**config.mk**
```make
export PLATFORM = sky130hd
export DESIGN_NAME = aih_core
export DESIGN_NICKNAME = d
export VERILOG_FILES = /design/src/core/aih_pkg.sv /design/src/core/aih_core.sv /design/src/core/aih_sync.sv
export SDC_FILE = /design/constraint.sdc
export NUM_CORES = 1
export LEC_CHECK = 0
export ABC_AREA = 1
export BUFFER_PORTS_ARGS = -buffer_cell sky130_fd_sc_hd__buf_2
export CAP_MARGIN = 30
export CORE_MARGIN = 2
export CORE_UTILIZATION = 54
export CTS_CLUSTER_DIAMETER = 60
export DETAILED_ROUTE_END_ITERATION = 16
export PLACE_DENSITY = 0.75
export SLEW_MARGIN = 20
export SYNTH_ARGS = -nofsm -noshare
export SYNTH_HDL_FRONTEND = slang
export SYNTH_SLANG_ARGS = --single-unit
```
**constraint.sdc**
```tcl
create_clock -name clock -period 2.3 [get_ports clock]
set_clock_uncertainty 0.1 [all_clocks]
set_input_delay 0.46 -clock clock [delete_from_list [all_inputs] [get_ports clock]]
set_output_delay 0.46 -clock clock [all_outputs]
set_load 0.01 [all_outputs]
```
**src/core/aih_pkg.sv**
```systemverilog
// Package with constants and types for the actuator I/O handshake block
package aih_pkg;

   // ****************************************
   // Timing figures
   // ****************************************
   localparam int CLK_HZ = 10_000_000;
   localparam int REQ_HOLD_MS = 4;
   localparam int BRK_REL_MS = 150;
   localparam int BRK_HOLD_MS = 25;
   localparam int DEEXC_MS = 100;
   localparam int REEXC_MS = 6;
   // Longest times round down
   localparam int REQ_HOLD_CYC = REQ_HOLD_MS * (CLK_HZ / 1000);
   localparam int BRK_REL_CYC = BRK_REL_MS * (CLK_HZ / 1000);
   localparam int BRK_HOLD_CYC = BRK_HOLD_MS * (CLK_HZ / 1000);
   localparam int DEEXC_CYC = DEEXC_MS * (CLK_HZ / 1000);
   localparam int REEXC_CYC = REEXC_MS * (CLK_HZ / 1000);

   // ****************************************
   // Fields and encodings
   // ****************************************
   localparam int SEL_W = 6;
   localparam logic [SEL_W-1:0] SEQ_INDEX = 6'h00;
   localparam int CNT_W = 24;

   typedef enum logic [1:0] {
      AIH_STOP_IMM = 2'h0,
      AIH_STOP_DEC = 2'h1,
      AIH_STOP_IMM_OFF = 2'h2,
      AIH_STOP_DEC_OFF = 2'h3
   } aih_stop_e;

   typedef enum logic [2:0] {
      AIH_IDLE = 3'h0,
      AIH_HOME = 3'h1,
      AIH_MOVE = 3'h2,
      AIH_PULSE = 3'h3,
      AIH_HALT = 3'h4,
      AIH_SETTLE = 3'h5
   } aih_state_e;

   // Raw opto inputs, high while the photocoupler conducts
   typedef struct packed {
      logic origin_request;
      logic move_request;
      logic halt_request;
      logic origin_halt_request;
      logic free_run;
      logic current_cutoff;
      logic pulse_fwd_n;
      logic pulse_rev_n;
   } aih_in_s;

   // Firmware-side motion command fields
   typedef struct packed {
      logic start;
      logic home;
      logic seq;
      logic [SEL_W-1:0] index;
      logic stop;
      logic decel;
   } aih_cmd_s;

endpackage : aih_pkg

```
**src/core/aih_core.sv**
```systemverilog
// Discrete I/O handshake of a linear actuator controller
`timescale 1ns/1ps
// Notes on behaviour
// Input or output is asserted while its photocoupler conducts.
// Host holds origin request over 4 ms or until motion-active asserts.
// Host holds move request over 4 ms or until motion-active asserts.
// Six select inputs form binary entry index 0 to 63, bit5 most significant.
// Index zero runs sequential operation instead of a single entry.
// In-position asserts after a move ends, after a variable delay.
// Host holds halt over 4 ms or until motion-active deasserts.
// Halt stops motor, then drops motion-active, then raises in-position.
// Halt requests go through firmware, not a direct hardware path.
// Pulse command inputs are active low in driver mode.
// When de-excited, free-run releases brake within 150 ms, re-holds within 25 ms.
// When excited, free-run de-excites within 100 ms, re-excites within 6 ms.
// Free-run de-excites and releases brake; cutoff de-excites and holds brake. The core acts on cutoff only in driver mode.
// Halt follows configured stop action; origin-halt never uses current-off variants.
// Halt acts in controller mode; origin-halt stops origin search in driver mode.
// Motion-active stands for whole move; in-position drops when a move starts.
// Select inputs are latched when a move request is accepted.
module aih_core
   import aih_pkg::*;
#(
   parameter int BRK_REL_T = BRK_REL_CYC,
   parameter int BRK_HOLD_T = BRK_HOLD_CYC,
   parameter int DEEXC_T = DEEXC_CYC,
   parameter int REEXC_T = REEXC_CYC
) (
   input wire logic clock,
   input wire logic srst,
   input aih_in_s pins,
   input wire logic [SEL_W-1:0] select_in,
   input wire logic driver_mode,
   input wire aih_stop_e stop_action,
   input wire logic fw_halt_ack,
   input wire logic motion_done,
   input wire logic settled,
   output aih_cmd_s cmd,
   output logic motion_active,
   output logic in_position,
   output logic step_fwd,
   output logic step_rev,
   output logic excited,
   output logic brake_released
);
   // ****************************************
   // Input conditioning
   // ****************************************
   aih_in_s sp;
   logic [SEL_W-1:0] ssel;

   // conducting maps to logic one
   aih_sync #(.W($bits(aih_in_s))) u_sync_pins (
      .clock(clock),
      .srst(srst),
      .din(pins),
      .dout(sp)
   );
   aih_sync #(.W(SEL_W)) u_sync_sel (
      .clock(clock),
      .srst(srst),
      .din(select_in),
      .dout(ssel)
   );

   logic org_q_r;
   logic mov_q_r;
   logic pf_q_r;
   logic pr_q_r;
   always_ff @(posedge clock) begin
      if (srst) begin
         org_q_r <= 1'b0;
         mov_q_r <= 1'b0;
         pf_q_r <= 1'b0;
         pr_q_r <= 1'b0;
      end else begin
         org_q_r <= sp.origin_request;
         mov_q_r <= sp.move_request;
         pf_q_r <= sp.pulse_fwd_n;
         pr_q_r <= sp.pulse_rev_n;
      end
   end
   // rising edge of held origin request starts a search
   wire org_rise = sp.origin_request & ~org_q_r;
   // rising edge of held move request starts a positioning move
   wire mov_rise = sp.move_request & ~mov_q_r & ~driver_mode;
   // step is a falling pulse edge; history resets low so leaving reset is no step
   wire pf_step = ~sp.pulse_fwd_n & pf_q_r;
   wire pr_step = ~sp.pulse_rev_n & pr_q_r;

   // ****************************************
   // Motion sequencer
   // ****************************************
   aih_state_e st_r;
   logic deexc_r;
   logic halt_req;
   logic halt_off;
   always_comb begin
      halt_req = 1'b0;
      halt_off = 1'b0;
      // halt in controller mode, origin-halt only during driver-mode search
      if (sp.halt_request && !driver_mode) begin
         halt_req = 1'b1;
         // current-off variants only via the halt input
         halt_off = stop_action[1];
      end else if (sp.origin_halt_request && driver_mode && st_r == AIH_HOME) begin
         halt_req = 1'b1;
      end
   end

   wire moving = (st_r == AIH_HOME) || (st_r == AIH_MOVE) || (st_r == AIH_PULSE);
   wire can_start = (st_r == AIH_IDLE || st_r == AIH_SETTLE) && !deexc_r;

   always_ff @(posedge clock) begin
      if (srst) begin
         st_r <= AIH_IDLE;
      end else begin
         unique case (st_r)
            AIH_IDLE, AIH_SETTLE: begin
               if (can_start && org_rise) begin
                  st_r <= AIH_HOME;
               end else if (can_start && mov_rise) begin
                  st_r <= AIH_MOVE;
               end else if (can_start && driver_mode && (pf_step || pr_step)) begin
                  st_r <= AIH_PULSE;
               end else if (st_r == AIH_SETTLE && settled) begin
                  st_r <= AIH_IDLE;
               end
            end
            AIH_HOME, AIH_MOVE, AIH_PULSE: begin
               // halt is handed to firmware, which acknowledges the stop
               if (halt_req || deexc_r) begin
                  st_r <= AIH_HALT;
               end else if (motion_done) begin
                  st_r <= AIH_SETTLE;
               end
            end
            AIH_HALT: begin
               // motor stopped first, then motion-active drops
               if (fw_halt_ack) begin
                  st_r <= AIH_SETTLE;
               end
            end
         endcase
      end
   end

   // select inputs captured when a move is accepted
   always_ff @(posedge clock) begin
      if (srst) begin
         cmd <= '0;
      end else begin
         cmd.start <= 1'b0;
         cmd.home <= 1'b0;
         if (can_start && org_rise) begin
            cmd.home <= 1'b1;
         end else if (can_start && mov_rise) begin
            cmd.start <= 1'b1;
            // bit5 is the most significant select bit
            cmd.index <= ssel;
            // entry zero means sequential operation
            cmd.seq <= (ssel == SEQ_INDEX);
         end
         cmd.stop <= halt_req && moving;
         cmd.decel <= (stop_action == AIH_STOP_DEC) || (stop_action == AIH_STOP_DEC_OFF);
      end
   end

   // motion-active spans the move including the halt ramp
   always_ff @(posedge clock) begin
      if (srst) begin
         motion_active <= 1'b0;
      end else begin
         motion_active <= (st_r == AIH_HOME) || (st_r == AIH_MOVE) || (st_r == AIH_PULSE)
                          || (st_r == AIH_HALT);
      end
   end

   // in-position only once settled after the move; R16 drops at start
   always_ff @(posedge clock) begin
      if (srst) begin
         in_position <= 1'b0;
      end else if (st_r != AIH_IDLE) begin
         in_position <= 1'b0;
      end else begin
         in_position <= 1'b1;
      end
   end

   // ****************************************
   // Pulse inputs
   // ****************************************
   always_ff @(posedge clock) begin
      if (srst) begin
         step_fwd <= 1'b0;
         step_rev <= 1'b0;
      end else begin
         step_fwd <= driver_mode && !deexc_r && pf_step;
         step_rev <= driver_mode && !deexc_r && pr_step;
      end
   end

   // ****************************************
   // Excitation and brake
   // ****************************************
   logic cut_hold_r;
   always_ff @(posedge clock) begin
      if (srst) begin
         cut_hold_r <= 1'b0;
      end else if (st_r == AIH_HALT && halt_off) begin
         cut_hold_r <= 1'b1;
      end else if (org_rise || mov_rise) begin
         cut_hold_r <= 1'b0;
      end
   end

   // free-run or driver-mode cutoff de-excites
   wire deexc_want = sp.free_run || (sp.current_cutoff && driver_mode) || cut_hold_r;
   // brake released only by free-run
   wire brk_want = sp.free_run;

   // Delays sit well inside the limits; half keeps margin for the sampling path
   logic [CNT_W-1:0] exc_cnt_r;
   logic [CNT_W-1:0] brk_cnt_r;
   always_ff @(posedge clock) begin
      if (srst) begin
         deexc_r <= 1'b0;
         exc_cnt_r <= '0;
      end else if (deexc_want == deexc_r) begin
         exc_cnt_r <= '0;
      end else begin
         exc_cnt_r <= exc_cnt_r + 1'b1;
         // de-excite within 100 ms, re-excite within 6 ms
         if (exc_cnt_r >= CNT_W'((deexc_want ? DEEXC_T : REEXC_T) / 2)) begin
            deexc_r <= deexc_want;
            exc_cnt_r <= '0;
         end
      end
   end

   always_ff @(posedge clock) begin
      if (srst) begin
         brake_released <= 1'b0;
         brk_cnt_r <= '0;
      end else if (brk_want == brake_released || (brk_want && !deexc_r)) begin
         brk_cnt_r <= '0;
      end else begin
         brk_cnt_r <= brk_cnt_r + 1'b1;
         // release within 150 ms, re-hold within 25 ms
         if (brk_cnt_r >= CNT_W'((brk_want ? BRK_REL_T : BRK_HOLD_T) / 2)) begin
            brake_released <= brk_want;
            brk_cnt_r <= '0;
         end
      end
   end

   always_ff @(posedge clock) begin
      if (srst) begin
         excited <= 1'b1;
      end else begin
         excited <= ~deexc_r;
      end
   end
endmodule : aih_core

```
**src/core/aih_sync.sv**
```systemverilog
// Three-stage input synchroniser with agreement filter
`timescale 1ns/1ps
module aih_sync #(
   parameter int W = 8
) (
   input wire logic clock,
   input wire logic srst,
   input wire logic [W-1:0] din,
   output logic [W-1:0] dout
);
   logic [W-1:0] s1_r;
   logic [W-1:0] s2_r;
   logic [W-1:0] s3_r;

   always_ff @(posedge clock) begin
      if (srst) begin
         s1_r <= '0;
         s2_r <= '0;
         s3_r <= '0;
      end else begin
         s1_r <= din;
         s2_r <= s1_r;
         s3_r <= s2_r;
      end
   end

   // A bit changes only once stages two and three agree
   always_ff @(posedge clock) begin
      if (srst) begin
         dout <= '0;
      end else begin
         for (int i = 0; i < W; i++) begin
            if (s2_r[i] == s3_r[i]) begin
               dout[i] <= s2_r[i];
            end
         end
      end
   end
endmodule : aih_sync
```
# [Word level (Yosys, flattened, before mapping)]
# Index checks and enable logic that the tools add are counted.
[totals] reg_bits=130 out_inout_bits=17 word_cells=149
[classes] n_addsub=4 n_lt_le_gt_ge=2 eq_ne=26 muxes=18 n_bitwise=16 n_reduce_logical=42
[ops] operator="$add A24 B1 Y24" count=2
[ops] operator="$add A24 B1 Y24 const B" count=2
[ops] operator="$ge A24 B24 Y1" count=2
[ops] operator="$mux W21" count=1
[ops] operator="$mux W3" count=7
[ops] operator="$mux W20" count=1
[ops] operator="$eq A1 B1 Y1" count=16
[ops] operator="$logic_and A1 B1 Y1" count=16
[ops] operator="$logic_or A1 B1 Y1" count=11
[ops] operator="$not A1 Y1" count=9
[ops] operator="$pmux W3 S3" count=1
[ops] operator="$reduce_or A3 Y1" count=3
[ops] operator="$mux W1" count=8
[ops] operator="$eq A3 B2 Y1 const B" count=2
[ops] operator="$eq A3 B3 Y1 const B" count=2
[ops] operator="$logic_not A6 Y1" count=1
[ops] operator="$reduce_and A2 Y1" count=3
[ops] operator="$and A1 B1 Y1" count=5
[ops] operator="$ne A5 B5 Y1 const B" count=1
[ops] operator="$reduce_or A2 Y1" count=2
[ops] operator="$eq A3 B1 Y1 const B" count=1
[ops] operator="$logic_not A3 Y1" count=1
[ops] operator="$ne A3 B3 Y1 const B" count=1
[ops] operator="$reduce_and A3 Y1" count=1
[ops] operator="other kinds (7)" count=9

# [Logic depth before layout (Yosys ltp)]
# Gate-level depths: netlist of run 1.
[logic_depth] ltp_word=9 mapped_depth=14 depth_no_buf=14

# [Hierarchy]
# A second synthesis of run 1 with hierarchy kept.
[hier_totals] hier_cells=725 area_unflattened_um2=5647.9
[by_module_without_submodules] module="aih_core" instances=1 cells_per_inst=536 area_each_um2=3952.5 seq_area_each_um2=1481.4
[by_module_without_submodules] module="aih_sync (u_sync_pins)" instances=1 cells_per_inst=108 area_each_um2=970.9 seq_area_each_um2=640.6
[by_module_without_submodules] module="aih_sync (u_sync_sel)" instances=1 cells_per_inst=81 area_each_um2=724.4 seq_area_each_um2=480.5

# [Least setup slack after synthesis of run 1]
# OpenSTA, ideal clock, no wires.
[synth_path] path_kind="register -> register" startpoint="register u_sync_pins.dout[3]" endpoint="register exc_cnt_r[16]" setup_ps=64 arrival_ps=2115 required_ps=2136 setup_slack_ps=21 stages_incl_launch_ff=15 path_buffers=1 synth_period_minus_slack_ps=2279 cell_sequence="dfxtp_1 inv_1 nand3_1 inv_1 ha_1 nand2_1 inv_1 o21ai_0 nand2_1 nor2_1 nand3_1 nor2_1 nand3_1 buf_2 nor2_1"
[synth_via] elab_chain_cells=6 elab_cells_between_ends=7
[synth_lines] item="start: declaration" line_no="aih_sync.sv:9" text="output logic [W-1:0] dout"
[synth_lines] item="start signal: indexed assignment" line_no="aih_sync.sv:34" text="dout[i] <= s2_r[i];"
[synth_lines] item="$logic_or A1 B1 Y1 * (2 in a row)" line_no="aih_core.sv:218" text="wire deexc_want = sp.free_run || (sp.current_cutoff && driver_mode) || cut_hold_r;"
[synth_lines] item="via deexc_want" line_no="aih_core.sv:218"
[synth_lines] item="$mux W20" line_no="aih_core.sv:234" text="if (exc_cnt_r >= CNT_W'((deexc_want ? DEEXC_T : REEXC_T) / 2)) begin"
[synth_lines] item="$add A24 B1 Y24 (no line)"
[synth_lines] item="$ge A24 B24 Y1" line_no="aih_core.sv:234"
[synth_lines] item="$reduce_or A3 Y1 (no line) *"
[synth_lines] item="end signal: assignment" line_no="aih_core.sv:232" text="exc_cnt_r <= exc_cnt_r + 1'b1;"
[synth_lines] item="end: declaration" line_no="aih_core.sv:223" text="logic [CNT_W-1:0] exc_cnt_r;"
# The timed path passes the listed nets; every way through them passes the cells marked *.
# A chain may end at the register's enable or synchronous reset.

# [Final worst setup path of run 1]
[layout_path] startpoint="register u_sync_pins.dout[3]" endpoint="register exc_cnt_r[17]"
# Same word-level chain as after synthesis.

==> impl_metrics.ini, run 1 <==
[outcome]
status = finished, final reports clean

[grt]
grt_pass1_vias = 4261
grt_pass1_wl_um = 18250
antenna_found_initial = 0
grt_use_met2_pct = 36.64
use_met3_pct = 5.071
grt_max_degree = 38
grt.busiest_layer = met2
track_usage_pct = 20.53
grt_util_met1_pct = 22.87
overflow = 0

[layout]
design_area_sq_mm = 0.006576
fin_nets = 820
area_delta_synth_final_pct = 18.41
post_route_cells_drive_above_1_share_pct = 14.85
antenna_cells = 0

[setup_path]
cp.required_ns = 2.60
crit_type = reg -> reg
startpoint_type = flop
cpPeakStageDelay_ns = 0.31
worstPathArrival_ns = 2.47
endpoint_kind = flop
crit_chain = inv_1 > nand3_1 > buf_4 > ha_1 > nand2_1 > nor2_2 > nand2_1 > nor2_1 > nand3_1 > nand3_1 > nor2_2 > nand3_1 > buf_4 > nor2_1
crit_path_frequent_cell = nand3_1
slowest_stage = dfxtp_1
critPathMaxFanout = 10

[clock_tree]
tritoncts = built
cts-root-buf = clkbuf_8
cts_buffers = 17
cts_sinks = 130
insertion_delay_ns = 0.52
path_clk_slew_ns = 0.06
post_cts_buffers = 0
htreeDepth = 4
clockBufferDepth = 2

[sta]
fin_crit_ns = 2.167
tightest_slew_ns = 0.5594
fin_crit_sh_pct = 94.20
slew_violations = 0
setup_violations = 0
final_hold_viol_count = 0
tns_ns = 0
maxSlewHeadroom_pct = 62.67
hold_slack_ns = 0.03696
timing.fmax_ghz = 0.4615

[placement]
place_hpwl_um = 7215
gp_routability_congestion = 0.9224
port_buffers = 38
place_area_sq_mm = 0.005941

[run]
drv_cap = 0

[drt]
wl_um = 10570
vias_per_cell = 4.784
ant_nets = 0
drc = 0
drtPass1Iterations = 5
drtIter0Drc = 246
vias = 4420
routedWlPerCell_um = 11.44

[power]
peakVddDrop_v = 0.0006603
leakagePower_nw = 2.845
p_total_mw = 5.505
p_per_area_mw_per_mm2 = 837.0

[logic_synthesis]
synth_cell_types = 36
synth_edf_count = 0
synth-seq-cells = 130
synthFlopType = dfxtp_1
synthArstFlopShare_pct = 0
postSynthCellCount = 715
syn_avg_cell_area_sq_um = 7.768
syn_area_sq_mm = 0.005554
synth-seq-area-share_pct = 46.86
yosysWarnings = 0

[floorplan]
die-area_sq_mm = 0.01111
die-height_um = 105.4
coreArea_sq_mm = 0.01014
die_w_um = 105.4
num_io_pins = 39
rows = 37
start_util_pct = 54.78

[min_path]
holdCritPathClass = in -> reg
[worst paths after layout]
kind / start / end / slack, ns / cells after the start
worst max register to register: u_sync_pins.dout[3]$_SDFFE_PP0N_ / exc_cnt_r[17]$_SDFF_PP0_ / 0.13 / 14
worst min register to register: u_sync_sel.s1_r[0]$_SDFF_PP0_ / u_sync_sel.s2_r[0]$_SDFF_PP0_ / 0.30 / 2
worst max-delay path: u_sync_pins.dout[3]$_SDFFE_PP0N_ / exc_cnt_r[17]$_SDFF_PP0_ / 0.13 / 14
worst min-delay path: pins[3] / u_sync_pins.s1_r[3]$_SDFF_PP0_ / 0.04 / 3
[cell usage after synthesis (2+ instances only)]
master	number	area share, %
nor2_1	145	9.8
dfxtp_1	130	47
inv_1	119	8.0
nand2_1	111	7.5
a21oi_1	31	2.8
nand3_1	27	2.4
xor2_1	25	3.9
ha_1	23	5.2
o21ai_0	19	1.7
nor2_4	13	2.6
nor3_1	11	0.99
nand4_1	9	1.0
xnor2_1	7	1.1
clkbuf_1	6	0.41
nand2_2	4	0.45
nor2_2	4	0.45
nor3_2	4	0.72
buf_1	3	0.20
nand3b_1	3	0.41
a21oi_2	2	0.32
buf_2	2	0.18
inv_2	2	0.14
nand3_2	2	0.36
[cell families (layout without fill, tap and decap cells)]
logic type	count (synthesis)	count (layout)	share of synthesized area, %
fa+ha+maj	23	23	5.181
other cells	1	7	0.06752
xor+xnor	32	32	5.046
simple gates	340	340	28.11
buf+inv	134	201	9.484
flops	130	130	46.86
compound gates	55	55	5.249
[where the power goes]
group	internal (mW)	switching (mW)
clock network	1.81	1.01
logic	0.117	0.211
registers	2.33	0.0326
[critical path: cells and delay by family (launching register included)]
kind	cells	cell delay [ns]
flops	1	0.31
buf+inv	3	0.44
fa+ha+maj	1	0.27
simple gates	10	0.93
[registers in the layout (all words and copies together), names as in the netlist, 6 cells and up]
| register | flops |
|---|---|
| u_sync_sel.s3_r | 6 |
| exc_cnt_r | 24 |
| brk_cnt_r | 24 |
| u_sync_sel.s1_r | 6 |
| u_sync_pins.s2_r | 8 |
| u_sync_pins.s1_r | 8 |
| cmd | 11 |
| u_sync_pins.dout | 8 |
| u_sync_pins.s3_r | 8 |
| u_sync_sel.dout | 6 |
| u_sync_sel.s2_r | 6 |
[final cells by class]
cell class | instances | area [sq um]
Multi-Input combinational cell | 457 | 2452
Sequential cell | 130 | 2603
Tap cell | 136 | 170.2
Clock inverter | 13 | 198.9
Timing Repair Buffer | 47 | 257.7
Inverter | 122 | 462.9
Fill cell | 818 | 3562
Clock buffer | 19 | 431.7
[metrics by stage]
stage | cells | utilization (%) | setup slack, ns
finish | 924 | 64.86 | 0.1333
global route | 924 | 64.86 | -0.03995
CTS | 924 | 64.82 | 0.1323
detailed placement | 892 | 58.60 | -0.08717
global placement | 892 | 58.60 | 0.04064
floorplan | 721 | - | 0.02072
[placed cells by master, fill, tap and decap left out, drive strengths merged, types with 5 or more instances in the layout]
cell type	synthesis	final
nor2	162	162
dfxtp	130	130
inv	122	126
nand2	115	115
buf	6	47
a21oi	33	33
nand3	29	29
xor2	25	25
ha	23	23
o21ai	19	19
clkbuf	6	19
nor3	16	16
nand4	11	11
xnor2	7	7
conb	1	7
clkinv	0	5
[what timing repair did]
action / 4_1_cts / 5_1_grt
gates resized for setup: 0 / 3
hold endpoints to repair: 0 / 0
hold buffers: 0 / 0
setup endpoints to repair: 0 / 21
[routing by layer]
metal  vias up  part of all wire [%]
met5         -                     0
met4         0                   1.8
met3        20                   3.7
met2        84                    52
met1      2010                    43
li1       2306                     -
(Power assumes the default switching activity.)
==> run 2: changes to the inputs <==
- CELL_PAD_IN_SITES_DETAIL_PLACEMENT: unset -> 1
- CELL_PAD_IN_SITES_GLOBAL_PLACEMENT: unset -> 2
- CORE_UTILIZATION: 54 -> 35
- PLACE_DENSITY: 0.75 -> unset
- PLACE_DENSITY_LB_ADDON: unset -> 0.1
- clock period: 2.3 -> 2.4 ns (I/O delays scaled with it)
==> run 2 against run 1 <==
  * Non-clock buffer count up 2
  * Sequential power down 4%
  * Combinational power down 2%
==> impl_metrics.ini, run 2 (synthesis results as in run 1) <==
[outcome]
status = finished, final reports clean

[sta]
fin_crit_sh_pct = 90.45
timing.fmax_ghz = 0.4606
tns_ns = 0
setup_violations = 0
maxSlewHeadroom_pct = 55.00
hold_slack_ns = 0.1568
fin_crit_ns = 2.171
slew_violations = 0
final_hold_viol_count = 0
tightest_slew_ns = 0.6742

[drt]
drtPass1Iterations = 4
vias_per_cell = 4.399
routedWlPerCell_um = 12.17
drtIter0Drc = 152
ant_nets = 0
vias = 4421
wl_um = 12230
drc = 0

[setup_path]
endpoint_kind = flop
worstPathArrival_ns = 2.42
critPathMaxFanout = 18
cp.required_ns = 2.65
crit_type = reg -> reg
startpoint_type = flop

[placement]
gp_routability_congestion = 0.7896
port_buffers = 38
place_hpwl_um = 8894
dp_cells = 973

[layout]
reg_top3 = brk_cnt_r x24, exc_cnt_r x24, cmd x11
finalNonFillerCells = 1005
antenna_cells = 0
fin_nets = 822
final_common_cell = nor2_1
post_route_cells_drive_above_1_share_pct = 15.08
area_delta_synth_final_pct = 20.14
final_cell_mix = 144 x nor2_1, 130 x dfxtp_1, 117 x inv_1, 111 x nand2_1, 38 x buf_2

[grt]
overflow = 0
antenna_found_initial = 0
grt_pass1_wl_um = 21100
grt_pass1_vias = 4518
track_usage_pct = 15.90
grt_max_degree = 53

[floorplan]
num_io_pins = 39
rows = 46
die-area_sq_mm = 0.01689
start_util_pct = 35.35
die-height_um = 130.0
die_w_um = 130.0
coreArea_sq_mm = 0.01571

[power]
p_total_mw = 5.247
sequentialPowerShare_pct = 43.1
p_switching_mw = 1.267
clkPwrFrac_pct = 50.8
leakagePower_nw = 2.844
p_per_area_mw_per_mm2 = 786.4
peakVddDrop_v = 0.0004488
power_frac_comb_pct = 6.1
p_sw_share_pct = 24.15
internal-power_mw = 3.980

[clock_tree]
clockBufferDepth = 2
cts_hold_buf = 0
cts-root-buf = clkbuf_16
cts_buffers = 17
htreeDepth = 4
tritoncts = built
insertion_delay_ns = 0.42
path_clk_slew_ns = 0.06
cts_sinks = 130

[run]
drv_cap = 0

[min_path]
holdCritPathClass = in -> reg
## run 2: metrics by stage
step	util, %	cell area (sq um)	worst slack, ns
after floorplan	-	5577	0.1207
after global placement	38.57	6061	0.06662
after detailed placement	38.57	6061	-0.05181
after CTS	42.40	6663	0.005333
after global routing	42.47	6673	-0.02878
final	42.47	6673	0.2291
## run 2: what timing repair did
item / in CTS / in global routing
setup endpoints to repair: 0 / 21
gates resized for setup: 0 / 3
buffers inserted: 0 / 1
## run 2: path summary, 6_finish.rpt
path | from | end | slack (ns) | cells after the start
hold reg to reg | u_sync_sel.s1_r[5]$_SDFF_PP0_ | u_sync_sel.s2_r[5]$_SDFF_PP0_ | 0.30 | 2
hold / removal | select_in[1] | u_sync_sel.s1_r[1]$_SDFF_PP0_ | 0.16 | 3
setup / recovery | u_sync_pins.dout[3]$_SDFFE_PP0N_ | brk_cnt_r[16]$_SDFF_PP0_ | 0.23 | 13
setup reg to reg | u_sync_pins.dout[3]$_SDFFE_PP0N_ | brk_cnt_r[16]$_SDFF_PP0_ | 0.23 | 13
## run 2: worst max-delay path: stages, from the launching register on
cell	delay [ns]
dfxtp_1	0.34
inv_2	0.05
buf_4	0.14
buf_4	0.16
ha_1	0.31
a21oi_1	0.15
nand2_1	0.10
nand2_1	0.07
nand2_1	0.04
nand2_1	0.07
nand2_2	0.08
nor2_4	0.19
inv_6	0.15
nor2_1	0.14
## run 2: layout make-up
cell class                 instances  area, sq um
timing repair buffer              49        285.3
sequential                       130         2603
clock buffer                      17        425.4
fill                            1918         9040
tap                              216        270.3
clock inverter                    14        176.4
inverter                         122        462.9
multi-input combinational        457         2450
## run 2: metal layers
metal / wire length, um / vias up / GRT usage (%)
met1: 5728 / 2053 / 19.61
li1: - / 2303 / -
met3: 320 / 20 / 3.690
met4: 240 / 0 / 6.641
met2: 5939 / 45 / 26.76
met5: 0 / - / 0
## run 2: power by group through the flow
stage                     clock network (mW)  logic (mW)  registers [mW]
after detailed placement                   0       0.324            2.31
after CTS                               2.75       0.327            2.26
after global routing                    2.85       0.373            2.27
after floorplan                            0       0.219            2.31
final                                   2.67       0.321            2.26
after global placement                     0       0.317            2.30
==> run 3: changes to the inputs <==
- RECOVER_POWER: unset -> 25
==> run 3 against run 2 <==
  * Sequential cell count did not move
  * Worst hold slack did not move
  * Fmax rose by 0.22%
  * Sequential power barely moved
  * Register-to-register slack barely moved
  * Clock power barely moved
  * Power barely moved
  * Cell area barely moved
  * Critical path depth did not move
  * Setup slack improved by 0.0049 ns
  * Die area did not move
  * First-iteration DRC count rose by 1.3%
==> impl_metrics.ini, run 3 (synthesis results as in run 1) <==
[outcome]
status = finished, final reports clean

[layout]
post_route_cells_drive_above_1_share_pct = 14.83
reg_top3 = brk_cnt_r x24, exc_cnt_r x24, cmd x11
area_delta_synth_final_pct = 20.03
antenna_cells = 0
nFillCells = 1921
final_cell_mix = 144 x nor2_1, 130 x dfxtp_1, 117 x inv_1, 112 x nand2_1, 37 x buf_2
final_common_cell = nor2_1
fin_nets = 822
finalNonFillerCells = 1005

[floorplan]
die-area_sq_mm = 0.01689
num_io_pins = 39
die_w_um = 130.0
coreArea_sq_mm = 0.01571
rows = 46
start_util_pct = 35.35
die-height_um = 130.0

[sta]
setup_violations = 0
tightest_slew_ns = 1.024
timing.fmax_ghz = 0.4617
maxSlewHeadroom_pct = 31.74
hold_slack_ns = 0.1568
final_hold_viol_count = 0
fin_crit_ns = 2.166
slew_violations = 0
fin_crit_sh_pct = 90.25

[setup_path]
reg2regPathDepth = 13
crit_chain = inv_2 > buf_4 > buf_4 > ha_1 > a21oi_1 > nand2_1 > nand2_1 > nand2_1 > nand2_1 > nand2_2 > nor2_4 > inv_6 > nor2_1
cp_top_family = simple AND/OR/NAND/NOR gates
crit_path_frequent_cell = nand2_1
crit_cells = 13
cp.required_ns = 2.65
worstPathArrival_ns = 2.42
critical_path_buf_inv_count = 4
cpPeakStageDelay_ns = 0.34
slowest_stage = dfxtp_1
critPathMaxFanout = 18
crit_type = reg -> reg
endpoint_kind = flop
startpoint_type = flop

[placement]
port_buffers = 38
gp_routability_congestion = 0.7896
place_hpwl_um = 8894
dp_cells = 973

[clock_tree]
clockBufferDepth = 2
htreeDepth = 4
insertion_delay_ns = 0.42
tritoncts = built
cts_sinks = 130
cts_buffers = 17
cts-root-buf = clkbuf_16
path_clk_slew_ns = 0.06

[run]
drv_cap = 0

[drt]
drtIter0Drc = 154
vias_per_cell = 4.400
drc = 0
ant_nets = 0
routedWlPerCell_um = 12.17
wl_um = 12230
drtPass1Iterations = 4
vias = 4422

[min_path]
holdCritPathClass = in -> reg
min_path_cells = 3

[grt]
antenna_found_initial = 0
grt_max_degree = 53
track_usage_pct = 15.90
grt_pass1_vias = 4518
grt_pass1_wl_um = 21100
overflow = 0

[power]
peakVddDrop_v = 0.0004488
p_per_area_mw_per_mm2 = 786.6
leakagePower_nw = 2.840
## run 3: final cells by class
cell class              instances  area (sq um)  area share (%)
clock buffers                  17         425.4           6.381
flip-flops and latches        130          2603           39.04
clock inverters                14         176.4           2.646
well taps                     216         270.3           4.054
repair buffers                 49         281.5           4.223
multi-input cells             457          2447           36.71
inverters                     122         462.9           6.944
## run 3: metal layers
metal  vias up  part of all wire, %  GRT usage (%)  wire, um
met2        45                   49          26.76      5940
met4         0                  2.0          6.641       240
met5         -                    0              0         0
li1       2304                    -              -         -
met1      2053                   47          19.61      5727
met3        20                  2.6          3.690       320
## run 3: path summary, 6_finish.rpt
check	slack, ns	startpoint	endpoint
setup / recovery	0.23	u_sync_pins.dout[3]$_SDFFE_PP0N_	brk_cnt_r[16]$_SDFF_PP0_
hold reg to reg	0.30	u_sync_sel.s1_r[5]$_SDFF_PP0_	u_sync_sel.s2_r[5]$_SDFF_PP0_
setup reg to reg	0.23	u_sync_pins.dout[3]$_SDFFE_PP0N_	brk_cnt_r[16]$_SDFF_PP0_
hold / removal	0.16	select_in[1]	u_sync_sel.s1_r[1]$_SDFF_PP0_
## run 3: what timing repair did
action	CTS	global route
gates resized for setup	0	3
setup buffers	0	1
setup endpoints to repair	0	21
hold buffers	0	0
## run 3: power breakdown
group	internal, mW	switching (mW)	total (mW)
Clock	1.64	1.02	2.67
Combinational	0.109	0.208	0.317
Sequential	2.23	0.0321	2.26
## run 3: tightest hold or removal path, delay by kind of cell
family / cells / cell delay (ns)
buf+inv: 2 / 0.11
simple gates: 1 / 0.06
## run 3: through the flow
step           total power [mW]  setup WS, ns  utilization, %  cell area [sq um]  TNS (ns)
2_1_floorplan             2.529        0.1207               -               5577         0
3_3_place_gp              2.621       0.06662           38.57               6061         0
3_5_place_dp              2.631      -0.05181           38.57               6061   -0.1612
4_1_cts                   5.337      0.005333           42.40               6663         0
5_1_grt                   5.489      -0.02887           42.43               6666   -0.2000
6_report                  5.244        0.2340           42.43               6666         0
